<file path="src/logic/pswc_pkg.sv">
// package: constants, register map and state encoding for the power-state wake controller
package pswc_pkg;
    // timing
    localparam int unsigned CLK_HZ = 10_000_000;
    localparam int unsigned HOLD_MS = 4000;
    localparam int unsigned HOLD_CYC_DEF = (CLK_HZ / 1000) * HOLD_MS;
    localparam int unsigned HOLD_CW = 26;

    // register offsets
    localparam logic [3:0] OFS_STATE = 4'h0;
    localparam logic [3:0] OFS_CMD = 4'h1;
    localparam logic [3:0] OFS_CFG = 4'h2;
    localparam logic [3:0] OFS_STATUS = 4'h3;
    localparam logic [3:0] OFS_MASK = 4'h4;
    localparam logic [3:0] OFS_FAN0 = 4'h5;
    localparam logic [3:0] OFS_FAN1 = 4'h6;
    localparam logic [3:0] OFS_FAN2 = 4'h7;
    localparam logic [3:0] OFS_LIVE = 4'h8;

    // status / mask bit positions
    localparam int unsigned ST_SWITCH = 0;
    localparam int unsigned ST_RTC = 1;
    localparam int unsigned ST_PCIE = 2;
    localparam int unsigned ST_LAN = 3;
    localparam int unsigned ST_PME = 4;
    localparam int unsigned ST_KBMS = 5;
    localparam int unsigned ST_SERIAL = 6;
    localparam int unsigned ST_USB = 7;
    localparam int unsigned ST_INTRUDE = 8;
    localparam int unsigned ST_VOLT = 9;
    localparam int unsigned ST_FORCED = 10;
    localparam int unsigned ST_W = 11;

    // live status bit positions
    localparam int unsigned LV_INTR = 0;
    localparam int unsigned LV_POWER = 1;
    localparam int unsigned LV_FAN = 2;
    localparam int unsigned LV_RAIL = 9;

    // config bit positions
    localparam int unsigned CFG_S5_LAN = 0;
    localparam int unsigned CFG_PME_EN = 1;

    // reset values
    localparam logic [1:0] CFG_RST = 2'h0;
    localparam logic [ST_W-1:0] MASK_RST = 11'h000;
    localparam logic [7:0] FAN_RST = 8'h00;

    // command codes written to OFS_CMD
    localparam logic [2:0] CMD_SLEEP_S1 = 3'h1;
    localparam logic [2:0] CMD_SLEEP_S3 = 3'h2;
    localparam logic [2:0] CMD_SLEEP_S4 = 3'h3;
    localparam logic [2:0] CMD_SOFT_OFF = 3'h4;

    // system states, gray along s5 -> s0 -> s1 -> s3 -> s4
    typedef enum logic [2:0] {
        PS_S5 = 3'b000,
        PS_S0 = 3'b001,
        PS_S1 = 3'b011,
        PS_S3 = 3'b010,
        PS_S4 = 3'b110
    } pswc_state_t;
endpackage : pswc_pkg

</file>
<file path="src/logic/pswc_top.sv">
// power-state and wake controller: switch timing, wake qualification, sensors, fans, registers
// Function
// short switch press: soft-off to working, working to sleep, sleep to working
// switch held over four seconds in working or sleep forces soft-off
// lan and pme wake from S1, S3, S4; from S5 only when enabled
// the S5 lan/pme wake enable resets to disabled
// setting the S5 wake option lets lan wake the system from S5
// switch, rtc alarm and pcie wake wake from S1, S3, S4, S5 always
// keyboard, serial and usb activity wake only from S1 and S3
// closed cover switch reports chassis intrusion
// four supply rails flagged when any leaves its window
// three fans under thermally driven closed-loop speed control
// software requests every power state change except switch and wake events
// software command gives soft-off, removing system power
// fans run only in S0 and S1, off otherwise
// pme wakes only when the wake-on-pme enable is set
// wake sources and intrusion latch in sticky flags until software clears
`timescale 1ns/1ps
module pswc_top #(
    parameter logic [pswc_pkg::HOLD_CW-1:0] HOLD_CYC = pswc_pkg::HOLD_CYC_DEF[pswc_pkg::HOLD_CW-1:0]
) (
    input wire logic ref_clk,
    input wire logic rstn,
    input wire logic [3:0] reg_addr,
    input wire logic [15:0] reg_wdata,
    input wire logic reg_wr,
    input wire logic reg_rd,
    output logic [15:0] reg_rdata,
    input wire logic pwr_switch,
    input wire logic rtc_alarm,
    input wire logic pcie_wake,
    input wire logic lan_wake,
    input wire logic pme_wake,
    input wire logic kbms_act,
    input wire logic serial_act,
    input wire logic usb_act,
    input wire logic cover_closed,
    input wire logic [3:0] rail_high,
    input wire logic [3:0] rail_low,
    input wire logic [23:0] fan_temp,
    output pswc_pkg::pswc_state_t sys_state,
    output logic main_power_on,
    output logic intrusion,
    output logic volt_fault,
    output logic [2:0] fan_pwm,
    output logic irq
);
    import pswc_pkg::*;

    pswc_state_t state_r, state_nxt;
    logic [HOLD_CW-1:0] hold_r, hold_nxt;
    logic sw_prev_r, sw_prev_nxt;
    logic forced_r, forced_nxt;
    logic [1:0] cfg_r, cfg_nxt;
    logic [ST_W-1:0] status_r, status_nxt;
    logic [ST_W-1:0] mask_r, mask_nxt;
    logic [23:0] fan_tgt_r, fan_tgt_nxt;
    logic [15:0] rdata_r, rdata_nxt;
    logic power_r, power_nxt;
    logic intr_r, intr_nxt;
    logic volt_r, volt_nxt;
    logic irq_r, irq_nxt;
    logic [ST_W-1:0] events;
    logic sleeping, shallow, s5_lan_ok, pme_ok;
    logic short_press, long_hold, wake_any;
    logic fan_run;
    logic [15:0] live_word;

    // state class decode
    always_comb
    begin
        sleeping = (state_r == PS_S1) || (state_r == PS_S3) || (state_r == PS_S4);
        shallow = (state_r == PS_S1) || (state_r == PS_S3);
        s5_lan_ok = sleeping || (state_r == PS_S5 && cfg_r[CFG_S5_LAN]);
        pme_ok = cfg_r[CFG_PME_EN] && s5_lan_ok;
        // a press is judged on release, when its length is known; a forced hold never counts
        short_press = sw_prev_r && !pwr_switch && !forced_r;
        long_hold = pwr_switch && !forced_r && (hold_r == HOLD_CYC - 1'b1) && (state_r != PS_S5);
    end

    // event qualification by current state
    always_comb
    begin
        events = '0;
        events[ST_SWITCH] = short_press && (sleeping || state_r == PS_S5);
        events[ST_RTC] = rtc_alarm && (sleeping || state_r == PS_S5);
        events[ST_PCIE] = pcie_wake && (sleeping || state_r == PS_S5);
        events[ST_LAN] = lan_wake && s5_lan_ok;
        events[ST_PME] = pme_wake && pme_ok;
        events[ST_KBMS] = kbms_act && shallow;
        events[ST_SERIAL] = serial_act && shallow;
        events[ST_USB] = usb_act && shallow;
        // level sensors set their sticky bits again every cycle the condition holds
        events[ST_INTRUDE] = cover_closed;
        events[ST_VOLT] = |(rail_high | rail_low);
        events[ST_FORCED] = long_hold;
        wake_any = |events[ST_USB:ST_SWITCH];
    end

    // power state machine and switch timer
    always_comb
    begin
        state_nxt = state_r;
        sw_prev_nxt = pwr_switch;
        // the hold timer saturates so a very long hold cannot wrap and fire again
        hold_nxt = pwr_switch ? ((hold_r == HOLD_CYC - 1'b1) ? hold_r : hold_r + 1'b1) : '0;
        // forced_r masks the release edge so a forced soft-off is not undone
        forced_nxt = pwr_switch ? (forced_r || long_hold) : 1'b0;
        if (long_hold)
        begin
            state_nxt = PS_S5;
        end
        else if (wake_any)
        begin
            state_nxt = PS_S0;
        end
        else if (short_press && state_r == PS_S0)
        begin
            state_nxt = PS_S1;
        end
        else if (reg_wr && reg_addr == OFS_CMD && state_r == PS_S0)
        begin
            // software-directed transitions
            // commands are taken only while working; sleep and off ignore them
            case (reg_wdata[2:0])
                CMD_SLEEP_S1: state_nxt = PS_S1;
                CMD_SLEEP_S3: state_nxt = PS_S3;
                CMD_SLEEP_S4: state_nxt = PS_S4;
                CMD_SOFT_OFF: state_nxt = PS_S5;
                default: state_nxt = state_r;
            endcase
        end
        // main power follows the next state so it switches on the same edge as sys_state
        power_nxt = (state_nxt == PS_S0) || (state_nxt == PS_S1);
        intr_nxt = cover_closed;
        volt_nxt = events[ST_VOLT];
    end

    always_ff @(posedge ref_clk)
    begin
        if (!rstn)
        begin
            state_r <= PS_S5;
            hold_r <= '0;
            sw_prev_r <= 1'b0;
            forced_r <= 1'b0;
            power_r <= 1'b0;
            intr_r <= 1'b0;
            volt_r <= 1'b0;
        end
        else
        begin
            state_r <= state_nxt;
            hold_r <= hold_nxt;
            sw_prev_r <= sw_prev_nxt;
            forced_r <= forced_nxt;
            power_r <= power_nxt;
            intr_r <= intr_nxt;
            volt_r <= volt_nxt;
        end
    end

    // live view: rail flags, fan run, main power and intrusion
    always_comb
    begin
        live_word = 16'h0000;
        live_word[LV_RAIL +: 4] = rail_high | rail_low;
        live_word[LV_FAN] = fan_run;
        live_word[LV_POWER] = power_r;
        live_word[LV_INTR] = intr_r;
    end

    // register file, sticky status cleared on read, set wins
    always_comb
    begin
        cfg_nxt = cfg_r;
        mask_nxt = mask_r;
        fan_tgt_nxt = fan_tgt_r;
        status_nxt = status_r;
        // read data stand only in the cycle after the strobe, zero otherwise
        rdata_nxt = 16'h0000;
        if (reg_wr)
        begin
            if (reg_addr == OFS_CFG)
            begin
                cfg_nxt = reg_wdata[1:0];
            end
            else if (reg_addr == OFS_MASK)
            begin
                mask_nxt = reg_wdata[ST_W-1:0];
            end
            else if (reg_addr == OFS_FAN0)
            begin
                fan_tgt_nxt[7:0] = reg_wdata[7:0];
            end
            else if (reg_addr == OFS_FAN1)
            begin
                fan_tgt_nxt[15:8] = reg_wdata[7:0];
            end
            else if (reg_addr == OFS_FAN2)
            begin
                fan_tgt_nxt[23:16] = reg_wdata[7:0];
            end
        end
        if (reg_rd)
        begin
            if (reg_addr == OFS_STATE)
            begin
                rdata_nxt = {13'h0000, state_r};
            end
            else if (reg_addr == OFS_CFG)
            begin
                rdata_nxt = {14'h0000, cfg_r};
            end
            else if (reg_addr == OFS_STATUS)
            begin
                rdata_nxt = {5'h00, status_r};
                // an event in the same cycle still lands below: set wins over clear
                status_nxt = '0;
            end
            else if (reg_addr == OFS_MASK)
            begin
                rdata_nxt = {5'h00, mask_r};
            end
            else if (reg_addr == OFS_FAN0)
            begin
                rdata_nxt = {8'h00, fan_tgt_r[7:0]};
            end
            else if (reg_addr == OFS_FAN1)
            begin
                rdata_nxt = {8'h00, fan_tgt_r[15:8]};
            end
            else if (reg_addr == OFS_FAN2)
            begin
                rdata_nxt = {8'h00, fan_tgt_r[23:16]};
            end
            else if (reg_addr == OFS_LIVE)
            begin
                rdata_nxt = live_word;
            end
        end
        status_nxt = status_nxt | events;
        // mask_r is used, so a mask write shows on irq one cycle later
        irq_nxt = |(status_nxt & mask_r);
    end

    always_ff @(posedge ref_clk)
    begin
        if (!rstn)
        begin
            cfg_r <= CFG_RST;
            mask_r <= MASK_RST;
            fan_tgt_r <= {3{FAN_RST}};
            status_r <= '0;
            rdata_r <= 16'h0000;
            irq_r <= 1'b0;
        end
        else
        begin
            cfg_r <= cfg_nxt;
            mask_r <= mask_nxt;
            fan_tgt_r <= fan_tgt_nxt;
            status_r <= status_nxt;
            rdata_r <= rdata_nxt;
            irq_r <= irq_nxt;
        end
    end

    // fans run only while working or in S1
    assign fan_run = (state_r == PS_S0) || (state_r == PS_S1);

    pswc_fan u_fan0 (
        .ref_clk(ref_clk),
        .rstn(rstn),
        .run(fan_run),
        .temp(fan_temp[7:0]),
        .target(fan_tgt_r[7:0]),
        .pwm(fan_pwm[0])
    );

    pswc_fan u_fan1 (
        .ref_clk(ref_clk),
        .rstn(rstn),
        .run(fan_run),
        .temp(fan_temp[15:8]),
        .target(fan_tgt_r[15:8]),
        .pwm(fan_pwm[1])
    );

    pswc_fan u_fan2 (
        .ref_clk(ref_clk),
        .rstn(rstn),
        .run(fan_run),
        .temp(fan_temp[23:16]),
        .target(fan_tgt_r[23:16]),
        .pwm(fan_pwm[2])
    );

    assign sys_state = state_r;
    assign main_power_on = power_r;
    assign intrusion = intr_r;
    assign volt_fault = volt_r;
    assign reg_rdata = rdata_r;
    assign irq = irq_r;
endmodule : pswc_top

</file>
<file path="src/logic/pswc_fan.sv">
// one closed-loop fan channel: pwm duty tracks temperature against a target
`timescale 1ns/1ps
module pswc_fan (
    input wire logic ref_clk,
    input wire logic rstn,
    input wire logic run,
    input wire logic [7:0] temp,
    input wire logic [7:0] target,
    output logic pwm
);
    logic [7:0] duty_r, duty_nxt;
    logic [7:0] cnt_r, cnt_nxt;
    logic pwm_r, pwm_nxt;

    always_comb
    begin
        duty_nxt = duty_r;
        cnt_nxt = cnt_r + 8'h01;
        if (!run)
        begin
            duty_nxt = 8'h00;
        end
        else if (cnt_r == 8'hFF)
        begin
            // step the duty once per pwm period; saturates at full on and off
            if (temp > target && duty_r != 8'hFF)
            begin
                duty_nxt = duty_r + 8'h01;
            end
            else if (temp < target && duty_r != 8'h00)
            begin
                duty_nxt = duty_r - 8'h01;
            end
        end
        pwm_nxt = run && (duty_r == 8'hFF || cnt_r < duty_r);
    end

    always_ff @(posedge ref_clk)
    begin
        if (!rstn)
        begin
            duty_r <= 8'h00;
            cnt_r <= 8'h00;
            pwm_r <= 1'b0;
        end
        else
        begin
            duty_r <= duty_nxt;
            cnt_r <= cnt_nxt;
            pwm_r <= pwm_nxt;
        end
    end

    assign pwm = pwm_r;
endmodule : pswc_fan

</file>
<file path="config.mk">
export PLATFORM = sky130hd
export DESIGN_NAME = pswc_top
export DESIGN_NICKNAME = d
export VERILOG_FILES = /design/src/logic/pswc_pkg.sv /design/src/logic/pswc_top.sv /design/src/logic/pswc_fan.sv
export SDC_FILE = /design/constraint.sdc
export NUM_CORES = 1
export LEC_CHECK = 0
export BUFFER_PORTS_ARGS = -buffer_cell sky130_fd_sc_hd__buf_4
export CORE_UTILIZATION = 50
export DETAILED_ROUTE_END_ITERATION = 16
export PLACE_DENSITY = 0.7
export SYNTH_ARGS = -nofsm -noshare
export SYNTH_HDL_FRONTEND = slang
export SYNTH_SLANG_ARGS = --single-unit
</file>
<file path="constraint.sdc">
create_clock -name ref_clk -period 9.1 [get_ports ref_clk]
set_input_delay 1.365 -clock ref_clk [delete_from_list [all_inputs] [get_ports ref_clk]]
set_output_delay 1.365 -clock ref_clk [all_outputs]
set_load 0.02 [all_outputs]
</file>
==> metrics.txt, run 1 <==
status finished, violations left; failing checks DRC; CP max FO 7; Layout Utilization 0.5860; synthesis warning total 0; FF-to-FF path depth 12; die area 0.01738 mm2; Mean Syn Cell Area 8.294 um2; DR iter-0 viols 436; Tightest Pin Transition 1.160 ns; worst vdd ir 0.1240 mV; adder-cell share of the synthesized area 0.1066; Post-Synthesis Cells 1016; CTS Sinks 147; Synth Area in Simple Gates 0.2205; Die Height 131.8 um; drt total wl 20000 um; register area share after synthesis 0.3492; largest family of logic cells by synthesized area simple AND/OR/NAND/NOR gates; WHS Path Cells 2; leakage 3.699 nW; RSZ-0062 raised after global routing false; count of different cell masters after synthesis 74; maximum clock frequency 223.7 MHz; detailed-route vias per instance 5.546; CP required 9.46 ns; CTS Hold Bufs 0; Mapped Area 0.008427 mm2; Worst EP arrival 4.83 ns; Synth Flop Type dfxtp_1; io pins 91; Clock transition at path regs 0.06 ns; fin. max-slew vios 0; H-tree level count 4; Post-CTS Setup Repair Bufs 0; Worst Skew 0.01004 ns; max-cap viol count 0; DP HPWL 14520 um; post-layout min period 4.470 ns; router iterations before antenna repair 12; Compound-Gate Fraction of Synth Area 0.1859; number of routed nets with antenna violations 0; Clock Latency Late Sink 0.43 ns; Seq cells post-synth 147; multiplexer share of the synthesized area 0.02866; Initial Util 0.5100; Setup crit end kind flip-flop; cell area after placement 0.009109 mm2; initial antenna violation count 0; CTS tree yes; largest net degree at the start of global routing 67; GP Congestion 0.8317; Avg WL per Cell 15.28 um; Setup TNS 0 ns; n_diodes 0; Clock Path Buffers 2; core area 0.01652 mm2; clock root buffer clkbuf_16; Remaining Overflow, GRT 0; startpoint class of the critical path input pin; number of global-route vias before repair 6867; area grow syn2layout 14.91%; post-CTS sizing 0; Nets 1211; Hold Vio Cnt, Final 0; Power Density 153.9 mW/mm2; XOR/XNOR Fraction of Synth Area 0.05093; Setup CP Type input pin to flip-flop; GRT Resource Usage Total 0.2386; DR vias 7260; Synth async-reset ratio 0; final setup fails 0; Design Area, Final 0.009683 mm2; share of cells above drive strength 1 0.1249; Slew Limit Headroom 0.2252; HP Class flip-flop to flip-flop; num rows 47; chip width 131.8 um; EDFF count, synth 0; CTS Buf Count 17; first-pass GRT wire length 33550 um; Final Cycle Share 0.4912; DRC errors left 2; Port Buffers 82
worst max-delay path: stages:
cell	delay, ns
buf_4	0.12
ha_1	0.29
nor2b_1	0.13
o211ai_1	0.23
a21oi_1	0.16
o21ai_0	0.74
ha_1	0.38
a21oi_1	0.21
o211ai_1	0.16
o41a_1	0.38
a31o_2	0.23
a22oi_1	0.22
mux2i_1	0.21
cell families (layout without fill, tap and decap cells):
kind of cell,after synthesis,after routing
muxes,24,24
DFF,147,147
xor gates and xnor gates,49,49
AOI/OAI and AO/OA,238,238
and+or+nand+nor,373,373
adders and majority gates,70,70
buffers and inverters,114,185
other,1,3
area by class of cell:
cell class              count  area (um2)
inverters                  70       262.8
repair buffers             83       623.1
flip-flops and latches    147        2943
multi-input cells         757        5005
clock buffers              21       470.5
well taps                 220       275.3
fillers                  1518        6842
clock inverters            11       103.9
power by group:
part	switching (mW)	total [mW]	internal [mW]
combinational	0.0832	0.146	0.0624
clock	0.282	0.680	0.399
sequential	0.00954	0.664	0.654
total	0.375	1.49	1.12
final timing paths:
kind / startpoint / slack, ns / endpoint
max: fan_temp[9] / 4.63 / u_fan1.duty_r[7]
min: fan_tgt_r[14] / 0.47 / fan_tgt_r[14]
max reg2reg: fan_tgt_r[21] / 5.26 / u_fan2.duty_r[7]
min reg2reg: fan_tgt_r[14] / 0.47 / fan_tgt_r[14]
registers in the layout (all words and copies together), names as in the netlist, 2 cells and up:
name	flops
fan_tgt_r	24
cfg_r	2
reg_rdata	13
u_fan0.cnt_r	8
u_fan2.cnt_r	8
u_fan1.cnt_r	8
u_fan0.duty_r	8
status_r	11
u_fan2.duty_r	8
mask_r	11
u_fan1.duty_r	8
sys_state	3
hold_r	26
synthesized netlist by cell type, drive strengths merged, types with 16 or more instances:
cell type / count / area share
a21o: 25 / 0.022
a21oi: 74 / 0.044
buf: 20 / 0.016
clkbuf: 24 / 0.011
dfxtp: 147 / 0.35
ha: 67 / 0.099
inv: 70 / 0.031
mux2i: 23 / 0.027
nand2: 91 / 0.041
nand3: 53 / 0.034
nand4: 19 / 0.014
nor2: 109 / 0.050
nor3: 16 / 0.0095
o211ai: 18 / 0.016
o21ai: 45 / 0.027
xnor2: 19 / 0.020
xor2: 30 / 0.031
cells in the final DEF, fill, tap and decap left out, drive strengths merged, types with 7 or more instances in the layout:
cell type / Yosys / routed
nor2: 109 / 109
clkinv: 0 / 7
buf: 20 / 83
a21oi: 74 / 74
nor3: 16 / 16
nand4: 19 / 19
and2: 14 / 14
mux2i: 23 / 23
o21ai: 45 / 45
nand3: 53 / 53
xor2: 30 / 30
o211ai: 18 / 18
a21o: 25 / 25
nand2: 91 / 91
and3: 14 / 14
dfxtp: 147 / 147
clkbuf: 24 / 21
inv: 70 / 71
ha: 67 / 67
a22oi: 10 / 10
xnor2: 19 / 19
nor2b: 10 / 10
or3: 8 / 8
nor4: 8 / 8
stage by stage:
stage | total power, mW | hold WS, ns | cells | setup slack, ns
2_1_floorplan | 0.7704 | 0.4329 | 1018 | 4.847
3_3_place_gp | 0.8203 | 0.4537 | 1277 | 4.289
3_5_place_dp | 0.8231 | 0.4660 | 1277 | 4.222
4_1_cts | 1.501 | 0.4748 | 1309 | 4.658
5_1_grt | 1.547 | 0.4959 | 1309 | 4.329
6_report | 1.490 | 0.4731 | 1309 | 4.630
layer usage:
layer	vias up	share of wire	wire length, um	global-route usage
li1	3711	-	-	-
met3	39	0.051	1018	0.05383
met4	0	0.025	501	0.09044
met2	180	0.45	9043	0.3762
met5	-	0	0	0
met1	3330	0.47	9433	0.3174
(Power assumes the default switching activity.)
==> inputs of run 2 (changes only) <==
--- a/config.mk
+++ b/config.mk
@@ -8,7 +8,7 @@
 export BUFFER_PORTS_ARGS = -buffer_cell sky130_fd_sc_hd__buf_4
 export CORE_UTILIZATION = 50
 export DETAILED_ROUTE_END_ITERATION = 16
-export PLACE_DENSITY = 0.7
+export PLACE_DENSITY = 0.72
 export SYNTH_ARGS = -nofsm -noshare
 export SYNTH_HDL_FRONTEND = slang
 export SYNTH_SLANG_ARGS = --single-unit
==> constraint.sdc (replaced) <==
create_clock -name ref_clk -period 4.1 [get_ports ref_clk]
set_input_delay 0.615 -clock ref_clk [delete_from_list [all_inputs] [get_ports ref_clk]]
set_output_delay 0.615 -clock ref_clk [all_outputs]
set_load 0.02 [all_outputs]
==> metrics.txt, run 2 (synthesized netlist as in run 1, its figures left out) <==
cell area after placement 0.009161 mm2 (was 0.009109 mm2); Worst Skew 0.008113 ns (was 0.01004 ns); area grow syn2layout 15.38% (was 14.91%); CTS tree yes (unchanged); Power Density 338.9 mW/mm2 (was 153.9 mW/mm2); num rows 47 (unchanged); Avg WL per Cell 15.58 um (was 15.28 um); clock root buffer clkbuf_16 (unchanged); H-tree level count 4 (unchanged); Setup TNS 0 ns (unchanged); CTS Sinks 147 (unchanged); status finished clean (was finished, violations left); Final Cycle Share 0.8005; CTS Hold Bufs 0 (unchanged); Setup CP Type flip-flop to flip-flop (was input pin to flip-flop); Crit-path slowest cell dfxtp_1 (was o21ai_0); CTS Buf Count 17 (unchanged); crit-path cells inv_1 > ha_1 > a211oi_1 > o21ai_0 > o21ai_0 > buf_4 > ha_1 > a21oi_1 > o211ai_1 > o41a_1 > a31o_2 > a22oi_1 > mux2i_1 (was buf_4 > ha_1 > nor2b_1 > o211ai_1 > a21oi_1 > o21ai_0 > ha_1 > a21oi_1 > o211ai_1 > o41a_1 > a31o_2 > a22oi_1 > mux2i_1); core area 0.01652 mm2 (unchanged); Clock Latency Late Sink 0.43 ns (about the same); Worst Hold End intrusion (was fan_tgt_r[14]); n_diodes 0 (unchanged); WHS Path Cells 2 (unchanged); Tightest Pin Transition 1.138 ns (was 1.160 ns); worst vdd ir 0.2624 mV (was 0.1240 mV); CP required 4.46 ns (was 9.46 ns); chip width 131.8 um (unchanged); DR iter-0 viols 528 (was 436); largest net degree at the start of global routing 67 (unchanged); CP max FO 7 (unchanged); post-CTS sizing 0 (unchanged); detailed-route vias per instance 5.674 (was 5.546); initial antenna violation count 0 (unchanged); fin. max-slew vios 0 (unchanged); DRC errors left 0 (was 2); Post-CTS Setup Repair Bufs 0 (unchanged); drt total wl 20470 um (was 20000 um); Hold Vio Cnt, Final 0 (unchanged); Nets 1218 (was 1211); HP Class input pin to flip-flop (was flip-flop to flip-flop); Design Area, Final 0.009723 mm2 (was 0.009683 mm2); FF-to-FF path depth 13 (was 12); number of routed nets with antenna violations 0 (unchanged); RR Endpoint u_fan2.duty_r[7] (unchanged); final setup fails 0 (unchanged); DP HPWL 14720 um (was 14520 um); r2r setup slk 0.82 ns (was 5.26 ns); DR vias 7456 (was 7260); Hold Crit Start cover_closed (was fan_tgt_r[14]); number of flip-flops in the largest register 26 (unchanged); cell family with most CP delay compound AO/OA/AOI/OAI gates (unchanged); die area 0.01738 mm2 (unchanged); Setup crit end kind flip-flop (unchanged); Largest Register hold_r (unchanged); max-cap viol count 0 (unchanged); maximum clock frequency 304.7 MHz; leakage 3.724 nW (was 3.699 nW); number of global-route vias before repair 7003 (was 6867); router iterations before antenna repair 8 (was 12); origin of the critical flop-to-flop path fan_tgt_r[21] (unchanged); Clock transition at path regs 0.06 ns (about the same); Slew Limit Headroom 0.2401 (was 0.2252); Clock Path Buffers 2 (unchanged); Port Buffers 82 (unchanged); RSZ-0062 raised after global routing false (unchanged); startpoint class of the critical path flip-flop (was input pin); GRT Resource Usage Total 0.2439 (was 0.2386); most frequent cells in the layout 147 x dfxtp_1, 106 x nor2_1, 91 x nand2_1 (unchanged); share of cells above drive strength 1 0.1298 (was 0.1249); most common cell after layout, fill and taps aside dfxtp_1 (unchanged); Initial Util 0.5100 (unchanged); post-layout min period 3.282 ns; GP Congestion 0.8634 (was 0.8317); io pins 91 (unchanged); Remaining Overflow, GRT 0 (unchanged); first-pass GRT wire length 34200 um (was 33550 um); Worst EP arrival 3.64 ns (was 4.83 ns); Worst path max stage delay 0.37 ns (was 0.74 ns); CP bufs+invs 2 (was 1); Die Height 131.8 um (unchanged)
run 2: changes by cell type in the layout (fill, tap and decap cells not counted), sizes merged:
cell | previous run | this run
clkinvlp | 2 | 3
buf | 83 | 90
clkinv | 7 | 5
inv | 71 | 70
run 2: stage by stage:
stage | utilization | std cells | hold WS (ns) | total power [mW] | setup slack [ns]
floorplan | - | 1018 | 0.4329 | 1.710 | 0.5971
global placement | 0.5544 | 1284 | 0.4522 | 1.825 | 0.5852
detailed placement | 0.5544 | 1284 | 0.4647 | 1.831 | 0.5262
CTS | 0.5884 | 1314 | 0.4029 | 3.314 | 0.8152
global route | 0.5884 | 1314 | 0.3985 | 3.419 | 0.5757
finish | 0.5884 | 1314 | 0.4075 | 3.295 | 0.8181
run 2: area by class of cell:
class / count / area [um2]
Clock buffer: 21 / 480.5
Clock inverter: 9 / 81.33
Tap cell: 220 / 275.3
Inverter: 70 / 262.8
Sequential cell: 147 / 2943
Multi-Input combinational cell: 757 / 5005
Fill cell: 1475 / 6802
Timing Repair Buffer: 90 / 675.6
run 2: worst register-to-register path, stage by stage (launching register included):
cell and delay, ns:
dfxtp_1 0.37, inv_1 0.08, ha_1 0.30, a211oi_1 0.29, o21ai_0 0.24, o21ai_0 0.21, buf_4 0.19, ha_1 0.24
a21oi_1 0.18, o211ai_1 0.16, o41a_1 0.36, a31o_2 0.22, a22oi_1 0.19, mux2i_1 0.20
run 2: how the worst max path moves through the flow:
| stage | to | slack (ns) | startpoint | cells after the start |
|---|---|---|---|---|
| after global routing | u_fan2.duty_r[7] | 0.58 | fan_tgt_r[21] | 13 |
| after CTS | u_fan2.duty_r[7] | 0.82 | fan_tgt_r[21] | 13 |
| after global placement | u_fan2.duty_r[7] | 0.59 | fan_temp[21] | 13 |
| final | u_fan2.duty_r[7] | 0.82 | fan_tgt_r[21] | 13 |
| after detailed placement | u_fan0.duty_r[7] | 0.53 | fan_temp[7] | 13 |
| after floorplan | u_fan2.duty_r[7] | 0.60 | fan_temp[21] | 11 |
run 2: power breakdown:
part | internal, mW | total (mW) | switching (mW)
Clock | 0.887 | 1.49 | 0.603
Combinational | 0.143 | 0.330 | 0.188
Sequential | 1.45 | 1.47 | 0.0210
Total | 2.48 | 3.29 | 0.812
run 2: metal layers:
| layer | routed length [um] | GRT usage |
|---|---|---|
| met2 | 9546 | 0.4004 |
| met1 | 9238 | 0.3160 |
| met3 | 1197 | 0.05075 |
| met4 | 488 | 0.08850 |
| met5 | 0 | 0 |
